### src/core/embi_pkg.sv
// embi_pkg: constants and types shared by the external memory bus interface.
// assumes one clock tick per oscillator period, so every timing figure is in clock ticks.
// Functional notes
// - strap high: code at 0000H through 1FFFH comes from internal program memory.
// - strap low: every instruction fetch goes to external program memory.
// - program store strobe once per six periods on external fetch, none in data access.
// - program store strobe stays high while code runs from internal memory.
// - address latch strobe pulses every six periods except during external data access.
// - latch strobe marks low byte capture, and page byte capture for 24-bit data.
// - low port carries the address first (page byte, then low byte, on data access), then the data byte.
// - in bus use the low port drives ones actively while it emits a byte, and floats while it reads.
// - as open-drain port, a pin written with one floats as an input.
// - upper port drives high address on fetch, middle and high bytes on data.
// - write strobe makes external memory capture the byte on the low port.
// - read strobe lets external data memory drive its byte onto the low port.
// - program store pin pulled low at reset selects serial download mode.
package embi_pkg;

	localparam int EMBI_PH_W = 4;
	localparam logic [3:0] EMBI_SLOT_LEN = 4'h6;
	localparam logic [3:0] EMBI_DATA_LEN = 4'hC;
	// latch strobe high for ticks 0..1 of every slot except the second slot of a data access
	localparam logic [3:0] EMBI_ALE_END = 4'h2;
	// data access: second latch pulse for ticks 3..4
	localparam logic [3:0] EMBI_ALE2_BEG = 4'h3;
	localparam logic [3:0] EMBI_ALE2_END = 4'h5;
	// program store strobe low from tick 3 to the end of the slot
	localparam logic [3:0] EMBI_PSTB_BEG = 4'h3;
	// read or write strobe low for ticks 6..10
	localparam logic [3:0] EMBI_DSTB_BEG = 4'h6;
	localparam logic [3:0] EMBI_DSTB_END = 4'hB;
	// pin input delay through the three-stage filter
	localparam int EMBI_SYNC_LAG = 4;
	localparam logic [2:0] EMBI_SYNC_LAG_C = 3'h4;
	localparam int EMBI_RESET_MIN_CYCLES = 24;
	localparam logic [15:0] EMBI_INT_CODE_TOP = 16'h1FFF;
	localparam logic [7:0] EMBI_BYTE_ALL = 8'hFF;
	localparam logic [7:0] EMBI_BYTE_NONE = 8'h00;

	typedef enum logic [2:0] {
		EMBI_IDLE,
		EMBI_CODE_INT,
		EMBI_CODE_EXT,
		EMBI_DATA_RD,
		EMBI_DATA_WR
	} embi_kind_e;

endpackage

### src/core/embi_sync_if.sv
// embi_sync_if: raw pin levels in, filtered levels out.
// assumes both ends run on the same mclk.
`timescale 1ns/1ps
interface embi_sync_if #(
	parameter int W = 10
);
	logic [W-1:0] raw;
	logic [W-1:0] clean;
	modport filt (input raw, output clean);
	modport user (output raw, input clean);
endinterface

### src/core/embi_sync3.sv
// embi_sync3: three-stage pin filter; a change counts once stages two and three agree.
// assumes raw levels are asynchronous to mclk.
`timescale 1ns/1ps
module embi_sync3 #(
	parameter int W = 10
) (
	input wire logic mclk_i,
	input wire logic rst_i,
	input wire logic ce_i,
	embi_sync_if.filt sio
);
	logic [W-1:0] s1_ff;
	logic [W-1:0] s2_ff;
	logic [W-1:0] s3_ff;
	logic [W-1:0] clean_ff;

	// first stage feeds only the second one
	always_ff @(posedge mclk_i) begin
		if (rst_i) begin
			s1_ff <= '0;
			s2_ff <= '0;
			s3_ff <= '0;
		end else if (ce_i) begin
			s1_ff <= sio.raw;
			s2_ff <= s1_ff;
			s3_ff <= s2_ff;
		end
	end

	// per bit: take stage three only when it matches stage two
	always_ff @(posedge mclk_i) begin
		if (rst_i) begin
			clean_ff <= '0;
		end else if (ce_i) begin
			clean_ff <= (s2_ff & s3_ff) | (clean_ff & (s2_ff | s3_ff));
		end
	end

	assign sio.clean = clean_ff;
endmodule

### src/core/embi_bus.sv
// embi_bus: multiplexed external program/data bus sequencer with strap and download sampling.
// assumes core requests are on mclk and held until acknowledged; pins are asynchronous.
`timescale 1ns/1ps
module embi_bus (
	input wire logic mclk_i,
	input wire logic rst_i,
	input wire logic ce_i,
	input wire logic fetch_req_i,
	input wire logic [15:0] fetch_addr_i,
	output logic fetch_ack_o,
	output logic fetch_internal_o,
	output logic [7:0] fetch_data_o,
	input wire logic xdata_req_i,
	input wire logic xdata_we_i,
	input wire logic [23:0] xdata_addr_i,
	input wire logic [7:0] xdata_wdata_i,
	output logic xdata_ack_o,
	output logic [7:0] xdata_rdata_o,
	input wire logic [7:0] gp_p0_i,
	input wire logic [7:0] gp_p2_i,
	output logic [7:0] gp_p0_o,
	input wire logic [7:0] low_addr_data_port_i,
	output logic [7:0] low_addr_data_port_o,
	output logic [7:0] low_addr_data_port_oe_o,
	output logic [7:0] upper_address_port_o,
	output logic [7:0] upper_address_port_oe_o,
	output logic addr_latch_strobe_o,
	input wire logic program_store_strobe_n_i,
	output logic program_store_strobe_n_o,
	output logic program_store_strobe_n_oe_o,
	output logic read_strobe_n_o,
	output logic write_strobe_n_o,
	input wire logic external_fetch_strap_i,
	output logic ext_strap_o,
	output logic download_mode_o,
	output logic running_o
);
	import embi_pkg::*;

	embi_sync_if #(.W(10)) sio ();
	logic [7:0] p0_clean;
	logic strap_clean;
	logic pstore_clean;

	// pins: low port, strap and program store pin share one filter
	assign sio.raw = {program_store_strobe_n_i, external_fetch_strap_i, low_addr_data_port_i};
	assign p0_clean = sio.clean[7:0];
	assign strap_clean = sio.clean[8];
	assign pstore_clean = sio.clean[9];

	embi_sync3 #(.W(10)) u_sync (
		.mclk_i(mclk_i),
		.rst_i(rst_i),
		.ce_i(ce_i),
		.sio(sio)
	);

	logic [2:0] boot_cnt_ff;
	logic run_ff;
	logic strap_ff;
	logic dl_ff;
	logic [EMBI_PH_W-1:0] ph_ff;
	embi_kind_e kind_ff;
	embi_kind_e nxt_kind;
	logic [EMBI_PH_W-1:0] last_ph;
	logic take;
	logic pend_ff;
	logic [23:0] addr_ff;
	logic [7:0] wdata_ff;
	logic [EMBI_SYNC_LAG-1:0] cap_pipe_ff;
	logic cap_code_ff;
	logic bus_use;

	// straps are caught after release, once the filter has settled
	always_ff @(posedge mclk_i) begin
		if (rst_i) begin
			boot_cnt_ff <= 3'h0;
			run_ff <= 1'b0;
			strap_ff <= 1'b0;
			dl_ff <= 1'b0;
		end else if (ce_i && boot_cnt_ff != EMBI_SYNC_LAG_C + 3'h1) begin
			boot_cnt_ff <= boot_cnt_ff + 3'h1;
			// filter output first shows the pin after the fourth edge, so read it on the fifth
			if (boot_cnt_ff == EMBI_SYNC_LAG_C) begin
				strap_ff <= strap_clean;
				dl_ff <= ~pstore_clean;
				run_ff <= pstore_clean;
			end
		end
	end

	// slot length: data access spans two slots
	assign last_ph = (kind_ff == EMBI_DATA_RD || kind_ff == EMBI_DATA_WR) ?
		EMBI_DATA_LEN - 4'h1 : EMBI_SLOT_LEN - 4'h1;
	assign take = run_ff && ph_ff == last_ph && !pend_ff;

	// next slot kind: data access beats code fetch
	always_comb begin
		nxt_kind = EMBI_IDLE;
		if (take) begin
			if (xdata_req_i) begin
				nxt_kind = xdata_we_i ? EMBI_DATA_WR : EMBI_DATA_RD;
			end else if (fetch_req_i) begin
				if (strap_ff && fetch_addr_i <= EMBI_INT_CODE_TOP) begin
					nxt_kind = EMBI_CODE_INT;
				end else begin
					nxt_kind = EMBI_CODE_EXT;
				end
			end
		end
	end

	// slot sequencer
	always_ff @(posedge mclk_i) begin
		if (rst_i) begin
			ph_ff <= '0;
			kind_ff <= EMBI_IDLE;
		end else if (ce_i && run_ff) begin
			if (ph_ff == last_ph) begin
				ph_ff <= '0;
				kind_ff <= nxt_kind;
			end else begin
				ph_ff <= ph_ff + 4'h1;
			end
		end
	end

	// request capture; fetch address sits in the low 16 bits
	always_ff @(posedge mclk_i) begin
		if (rst_i) begin
			addr_ff <= 24'h000000;
			wdata_ff <= 8'h00;
		end else if (ce_i && take) begin
			addr_ff <= xdata_req_i ? xdata_addr_i : {8'h00, fetch_addr_i};
			wdata_ff <= xdata_wdata_i;
		end
	end

	// read capture waits out the filter lag so it sees the pin at the slot's last tick
	always_ff @(posedge mclk_i) begin
		if (rst_i) begin
			cap_pipe_ff <= '0;
			cap_code_ff <= 1'b0;
		end else if (ce_i) begin
			cap_pipe_ff <= {cap_pipe_ff[EMBI_SYNC_LAG-2:0],
				run_ff && ph_ff == last_ph &&
				(kind_ff == EMBI_CODE_EXT || kind_ff == EMBI_DATA_RD)};
			if (run_ff && ph_ff == last_ph) begin
				cap_code_ff <= kind_ff == EMBI_CODE_EXT;
			end
		end
	end

	// answers to the core; one outstanding request at a time
	always_ff @(posedge mclk_i) begin
		if (rst_i) begin
			pend_ff <= 1'b0;
			fetch_ack_o <= 1'b0;
			fetch_internal_o <= 1'b0;
			fetch_data_o <= 8'h00;
			xdata_ack_o <= 1'b0;
			xdata_rdata_o <= 8'h00;
		end else if (ce_i) begin
			fetch_ack_o <= 1'b0;
			fetch_internal_o <= 1'b0;
			xdata_ack_o <= 1'b0;
			if (take && nxt_kind != EMBI_IDLE) begin
				pend_ff <= 1'b1;
			end
			if (cap_pipe_ff[EMBI_SYNC_LAG-1]) begin
				pend_ff <= 1'b0;
				if (cap_code_ff) begin
					fetch_ack_o <= 1'b1;
					fetch_data_o <= p0_clean;
				end else begin
					xdata_ack_o <= 1'b1;
					xdata_rdata_o <= p0_clean;
				end
			end
			// internal code: no bus cycle, core reads its own memory
			if (run_ff && ph_ff == 4'h0 && kind_ff == EMBI_CODE_INT && pend_ff) begin
				pend_ff <= 1'b0;
				fetch_ack_o <= 1'b1;
				fetch_internal_o <= 1'b1;
			end
			if (run_ff && ph_ff == last_ph && kind_ff == EMBI_DATA_WR) begin
				pend_ff <= 1'b0;
				xdata_ack_o <= 1'b1;
			end
		end
	end

	assign bus_use = kind_ff == EMBI_CODE_EXT || kind_ff == EMBI_DATA_RD ||
		kind_ff == EMBI_DATA_WR;

	// strobes decoded from the sequencer registers
	always_comb begin
		addr_latch_strobe_o = 1'b0;
		program_store_strobe_n_o = 1'b1;
		read_strobe_n_o = 1'b1;
		write_strobe_n_o = 1'b1;
		if (run_ff) begin
			if (kind_ff == EMBI_DATA_RD || kind_ff == EMBI_DATA_WR) begin
				// page byte then low byte, no pulse in the second slot
				addr_latch_strobe_o = ph_ff < EMBI_ALE_END ||
					(ph_ff >= EMBI_ALE2_BEG && ph_ff < EMBI_ALE2_END);
				if (ph_ff >= EMBI_DSTB_BEG && ph_ff < EMBI_DSTB_END) begin
					read_strobe_n_o = kind_ff != EMBI_DATA_RD;
					write_strobe_n_o = kind_ff != EMBI_DATA_WR;
				end
			end else begin
				addr_latch_strobe_o = ph_ff < EMBI_ALE_END;
				// internal code and idle slots leave it high
				program_store_strobe_n_o = !(kind_ff == EMBI_CODE_EXT &&
					ph_ff >= EMBI_PSTB_BEG);
			end
		end
	end
	// released until straps are read with the pin high, so the download pull-down is visible
	assign program_store_strobe_n_oe_o = run_ff;

	// low port: address, then data; open drain when not on the bus
	always_comb begin
		low_addr_data_port_o = EMBI_BYTE_NONE;
		low_addr_data_port_oe_o = ~gp_p0_i;
		if (bus_use) begin
			low_addr_data_port_oe_o = EMBI_BYTE_NONE;
			if (kind_ff == EMBI_CODE_EXT) begin
				if (ph_ff < EMBI_PSTB_BEG) begin
					low_addr_data_port_o = addr_ff[7:0];
					low_addr_data_port_oe_o = EMBI_BYTE_ALL;
				end
			end else if (ph_ff < EMBI_ALE2_BEG) begin
				low_addr_data_port_o = addr_ff[23:16];
				low_addr_data_port_oe_o = EMBI_BYTE_ALL;
			end else if (ph_ff < EMBI_DSTB_BEG) begin
				low_addr_data_port_o = addr_ff[7:0];
				low_addr_data_port_oe_o = EMBI_BYTE_ALL;
			end else if (kind_ff == EMBI_DATA_WR) begin
				low_addr_data_port_o = wdata_ff;
				low_addr_data_port_oe_o = EMBI_BYTE_ALL;
			end
		end
	end

	// upper port: high byte on fetch, high then middle byte on data
	always_comb begin
		upper_address_port_o = gp_p2_i;
		upper_address_port_oe_o = EMBI_BYTE_ALL;
		if (kind_ff == EMBI_CODE_EXT) begin
			upper_address_port_o = addr_ff[15:8];
		end else if (kind_ff == EMBI_DATA_RD || kind_ff == EMBI_DATA_WR) begin
			upper_address_port_o = ph_ff < EMBI_ALE2_BEG ? addr_ff[23:16] : addr_ff[15:8];
		end
	end

	assign gp_p0_o = p0_clean;
	assign ext_strap_o = strap_ff;
	assign download_mode_o = dl_ff;
	assign running_o = run_ff;
endmodule

### config.mk
export PLATFORM = sky130hd
export DESIGN_NAME = embi_bus
export DESIGN_NICKNAME = d
export VERILOG_FILES = /design/src/core/embi_pkg.sv /design/src/core/embi_sync_if.sv /design/src/core/embi_sync3.sv /design/src/core/embi_bus.sv
export SDC_FILE = /design/constraint.sdc
export NUM_CORES = 1
export LEC_CHECK = 0
export ABC_CLOCK_PERIOD_IN_PS = 2600
export BUFFER_PORTS_ARGS = -buffer_cell sky130_fd_sc_hd__buf_2
export CAP_MARGIN = 20
export CORE_AREA = 2 2 104 106
export CTS_CLUSTER_DIAMETER = 60
export DETAILED_ROUTE_END_ITERATION = 7
export DIE_AREA = 0 0 106 108
export PLACE_DENSITY = 0.78
export SLEW_MARGIN = 25
export SYNTH_ARGS = -nofsm -noshare
export SYNTH_HDL_FRONTEND = slang
export SYNTH_SLANG_ARGS = --single-unit
### constraint.sdc
create_clock -name mclk_i -period 2.6 [get_ports mclk_i]
set_input_delay 0.39 -clock mclk_i [delete_from_list [all_inputs] [get_ports mclk_i]]
set_output_delay 0.39 -clock mclk_i [all_outputs]
set_load 0.05 [all_outputs]
---- Word level (Yosys, flattened, before mapping) ----
Index checks and enable logic that the tools add are counted.
Widths: inputs -> output; s select.
storage, ports and cells
  register bits ........................... 110
  bits of input ports ..................... 80
  output and inout port bits .............. 67
  logic and storage cells ................. 120
cells by class
  add/subtract/negate cells ............... 2
  magnitude comparators ................... 8
  equality and inequality tests ........... 9
  multiplexer cells ....................... 44
  bitwise gates (word level) .............. 7
  reductions and logical operators ........ 30
operators by type and width
  operator              count
  $mux 8                15
  $mux 24               1
  $mux 1                21
  $and 10x10->10        2
  $or 10x10->10         2
  $le 16x13->1 const B  1
  $logic_and 1x1->1     15
  $mux 3                3
  $lt 4x2->1 const B    2
  $lt 4x3->1 const B    2
  $mux 4                2
  $not 8->8             1
  $reduce_and 2->1      4
  $eq 3x2->1 const B    2
  $eq 3x3->1 const B    2
  $ne 3x3->1 const B    2
  $reduce_and 3->1      2
  $add 4x1->4 const B   1
  $eq 4x4->1            1
  $ge 4x2->1 const B    1
  $ge 4x3->1 const B    1
  $logic_not 4->1       1
  $logic_or 1x1->1      4
  $lt 4x4->1 const B    1
  other kinds (8)       11

---- Logic depth before layout (Yosys ltp) ----
  word-level depth ........................ 13
  gate-level depth with buffers ........... 6
  gate-level depth less buffers ........... 6

---- Modules after synthesis ----
A second synthesis with hierarchy kept.
unflattened totals
  cell total of the unflattened synthesis .. 611
  area total of the unflattened synthesis .. 5382.7 sq um
modules (own cells, without submodules)
  module      times used  cells each  area each (sq um)  sequential area each (sq um)
  embi_bus    1           450         3632.2             1401.3
  embi_sync3  1           161         1750.4             800.8

---- Worst setup path after synthesis ----
No wires, ideal clock.
  kind .................................... reg2out
  start point ............................. register kind_ff[2]
  end point ............................... output upper_address_port_o[0]
  arrival time ............................ 2429 ps
  data required time ...................... 2210 ps
  setup slack ............................. -219 ps
  cell stages (with the launch flop) ...... 6
  path buffers ............................ 1
  path through ............................ dfxtp_1 or3b_2 clkbuf_1 nand2_1 a21oi_1 o21ai_0
between the ends
  word-level cells in the longest chain between the ends .. 4
  elaborated cells between the ends (all ways) .. 6
  those cells by class .................... eq/ne: 3; mux: 2; reduce/logical: 1
ends and longest elaborated chain
  element                                   RTL line         text
  start, declared                           embi_bus.sv:63   embi_kind_e kind_ff;
  start signal, assigned                    embi_bus.sv:121  kind_ff <= nxt_kind;
  $eq 3x2->1 or $eq 3x3->1 (tied branches)  embi_bus.sv:252  end else if (kind_ff == EMBI_DATA_RD || kind_ff == EMBI_DATA_WR) begin
  $logic_or 1x1->1                          embi_bus.sv:252
  $mux 8                                    embi_bus.sv:252
  $mux 8 (*)                                embi_bus.sv:250  if (kind_ff == EMBI_CODE_EXT) begin
  end, declared                             embi_bus.sv:25   output logic [7:0] upper_address_port_o,
Mark *: on every way between the ends. The rest lies on a longest branch, timed or not.

---- Final worst setup path ----
  start point ............................. register ph_ff[1]
  end point ............................... output low_addr_data_port_o[6]
between the ends
  word-level cells in the longest chain between the ends .. 5
  elaborated cells between the ends (all ways) .. 7
  those cells by class .................... order compare: 2; mux: 5
ends and longest elaborated chain
  element                 RTL line         text
  start, declared         embi_bus.sv:62   logic [EMBI_PH_W-1:0] ph_ff;
  start signal, assigned  embi_bus.sv:123  ph_ff <= ph_ff + 4'h1;
  $lt 4x3->1              embi_bus.sv:236  end else if (ph_ff < EMBI_DSTB_BEG) begin
  $mux 8                  embi_bus.sv:236
  $mux 8                  embi_bus.sv:233  end else if (ph_ff < EMBI_ALE2_BEG) begin
  $mux 8 (*)              embi_bus.sv:228  if (kind_ff == EMBI_CODE_EXT) begin
  $mux 8 (*)              embi_bus.sv:226  if (bus_use) begin
  end, declared           embi_bus.sv:23   output logic [7:0] low_addr_data_port_o,
Marked as above.

==> flow_summary.ini <==
[status]
status = completed

[global_routing]
antenna_found_initial = 0
grt_first_pass_wirelength_mm = 20.33
grt_pass1_vias = 4335
grt_usage_pct = 22.09
grt_max_degree = 57
overflow = 0

[die]
start_util_pct = 51.51
row_count = 37
dieArea_sq_um = 11450
die_h_microns = 108
io_pins = 147
die_w_microns = 106
fp.coreArea_sq_um = 10230

[synthesis]
yosysSeqAreaShare_pct = 41.79
synth-seq-cells = 110
synthArstFlopShare_pct = 0
synth_warnings = 0
syn_area_per_cell_sq_um = 8.902
syn_area_sq_um = 5270
syn_inst = 592
ys.flop_type = dfxtp_1
ys_types = 55
synth_edf_count = 0

[sta]
finalSetupViolCount = 0
hold_viol = 0
worstMarginPinSlew_ns = 0.6959
layout_min_cycle_time_ns = 2.565
max_freq_mhz = 389.9
max_slew_margin_pct = 53.60
timing.final.ws_setup_ns = 0.03508
skew_ns = 0.01444
maxSlewViolCount = 0
period_share_pct = 98.65
rsz0062_at_grt = true

[min_path]
whs_endpoint = u_sync.s1_ff[6]
hp-class = primary input to register
whs_path_depth = 3
min_from = low_addr_data_port_i[6]

[detailed_routing]
vias_per_cell = 5.566
wire_per_inst_microns = 15.33
finalWirelength_mm = 12.94
drt_first_pass_iters = 5
vias = 4698
drt-initial-drc-count = 248
drc = 0
ant_nets = 0

[worst_setup_path]
cp-end-kind = output port
crit_fanout = 10
cp.required_ns = 2.21
crit_slowest_cell = a21oi_2
crit_arrival_ns = 2.17
startpoint = ph_ff[1]
r2r-start = kind_ff[1]
r2r_slack_ns = 0.31
ff2ff_path_depth = 6
max_stage_delay_ns = 0.43
r2r-end = wdata_ff[0]
crit_chain = a21oi_2, o21ai_0, or3_1, a31oi_2, buf_4
critPathKind = register to output port
start_kind = register

[clocking]
cts_tree = done
postCtsSetupBuffers = 0
clockRootBuffer = clkbuf_8
clkLatencyLatePin_ns = 0.40
path_clk_slew_ns = 0.13
clock_tree.buffer_depth = 2
htreeDepth = 3
cts_buffers = 9
cts.sinks = 110

[finish]
nets = 788
fillers = 818
final_cells = 844
stdcell_area_sq_um = 6287
antennaDiodeCount = 0
syn_to_final_growth_pct = 19.30
utilization_pct = 61.45
drive_above_1_share_pct = 28.25

[placement]
dp_cells = 828
placed_cell_area_sq_um = 5978
pre_cts_ws_ns = 0.2337
port_buffers = 138
dp_hpwl_mm = 9.363
gp_congestion = 0.9035

[power]
vdd_drop_max_mv = 0.4554
power_density_nw_per_um2 = 496.9
power.leakage_nw = 2.666

[flow_run]
cap_violations = 0
[per-stage QoR]
stage	TNS [ns]	hold slack, ns	power (mW)
final	0	0.2183	3.124
after global routing	-0.004084	0.2146	3.241
after CTS	0	0.2096	3.140
after detailed placement	0	0.4503	2.061
after global placement	0	0.4414	2.052
after floorplan	-1.534	0.4350	1.969
[final cells by class]
cell class	count	area, sq um	share of cell area (%)
repair buffers	151	838.3	13.33
flip-flops and latches	110	2205	35.06
well taps	136	170.2	2.706
inverters	23	86.33	1.373
clock buffers	9	123.9	1.970
clock inverters	7	108.9	1.731
multi-input cells	408	2755	43.82
[worst max path at each step]
stage	endpoint	slack [ns]
global route	upper_address_port_o[1]	-0.002
floorplan	upper_address_port_o[0]	-0.22
detailed placement	low_addr_data_port_oe_o[1]	0.23
global placement	low_addr_data_port_o[4]	0.32
CTS	upper_address_port_o[0]	0.03
finish	low_addr_data_port_o[6]	0.04
[state kept, by name, summed over array words and instances (netlist names), 4 cells and up]
signal / count
u_sync.s1_ff: 10
cap_pipe_ff: 4
addr_ff: 24
u_sync.sio.clean: 10
u_sync.s3_ff: 10
ph_ff: 4
fetch_data_o: 8
wdata_ff: 8
xdata_rdata_o: 8
u_sync.s2_ff: 10
[routing by layer]
metal  vias up  track usage [%]  part of all wire, %
met2       194            39.31                   49
met4         0            7.143                  1.9
met3        21            5.425                  7.0
li1       2306                -                    -
met5         -                0                    0
met1      2177            26.30                   42
[layout by cell type (no fill, tap or decap), drive strengths merged, types with 7 or more instances in the layout]
master  instances
buf           148
dfxtp         110
mux2i          55
nor2           53
a21oi          41
o21ai          37
a211oi         33
nand2          31
nand2b         27
inv            24
a22oi          21
mux2           16
nand3b         12
clkbuf         12
o22ai           8
conb            8
a21o            7
nand3           7
[cell families (layout without fill, tap and decap cells)]
kind of cell | after synthesis | after routing | share of synthesized area, %
adder cells (fa/ha/maj) | 5 | 5 | 1.187
AO/OA/AOI/OAI | 160 | 160 | 19.33
flip-flops | 110 | 110 | 41.79
multiplexers | 71 | 71 | 13.87
buffers and inverters | 81 | 190 | 7.360
XOR/XNOR | 3 | 3 | 0.4987
other | 1 | 8 | 0.07116
AND/OR/NAND/NOR | 161 | 161 | 15.91
[where the power goes]
part           total (mW)  leakage, nW  switching [mW]  internal [mW]
logic               0.307         1.66           0.183          0.124
clock network        1.10        0.113           0.691          0.408
registers            1.72        0.890          0.0132           1.71
total                3.12         2.67           0.888           2.24
[critical path: cells and delay by family (launching register included)]
family	cells	cell delay (ns)
AO/OA/AOI/OAI	3	0.80
flip-flops	1	0.39
AND/OR/NAND/NOR	1	0.37
buffers and inverters	1	0.22
[what timing repair did]
action / 4_1_cts / 5_1_grt
gates resized for setup: 16 / 16
endpoints found under the setup margin: 25 / 16
pin swaps: 0 / 1
hold buffers: 0 / 0
[cell usage after synthesis (3+ instances only)]
library cell    n  area [sq um]
a22oi_1        21         157.7
clkbuf_1       36         135.1
a21oi_1        40         200.2
nand4b_1        3         26.28
dfxtp_1       110          2202
nand2_1        31         116.4
inv_1          22         82.58
o21ai_0        35         175.2
ha_1            5         62.56
nand3b_1       12         90.09
and2_1          6         37.54
nor3_1          5         25.02
mux2i_1        55         550.5
nand2b_1       27         168.9
nor2_1         53         198.9
nand3_1         7         35.03
a211oi_1       33         247.7
a21o_1          7         52.55
mux2_2         16         180.2
o22ai_1         8         50.05
buf_4          17         127.6
(Power assumes the default switching activity.)
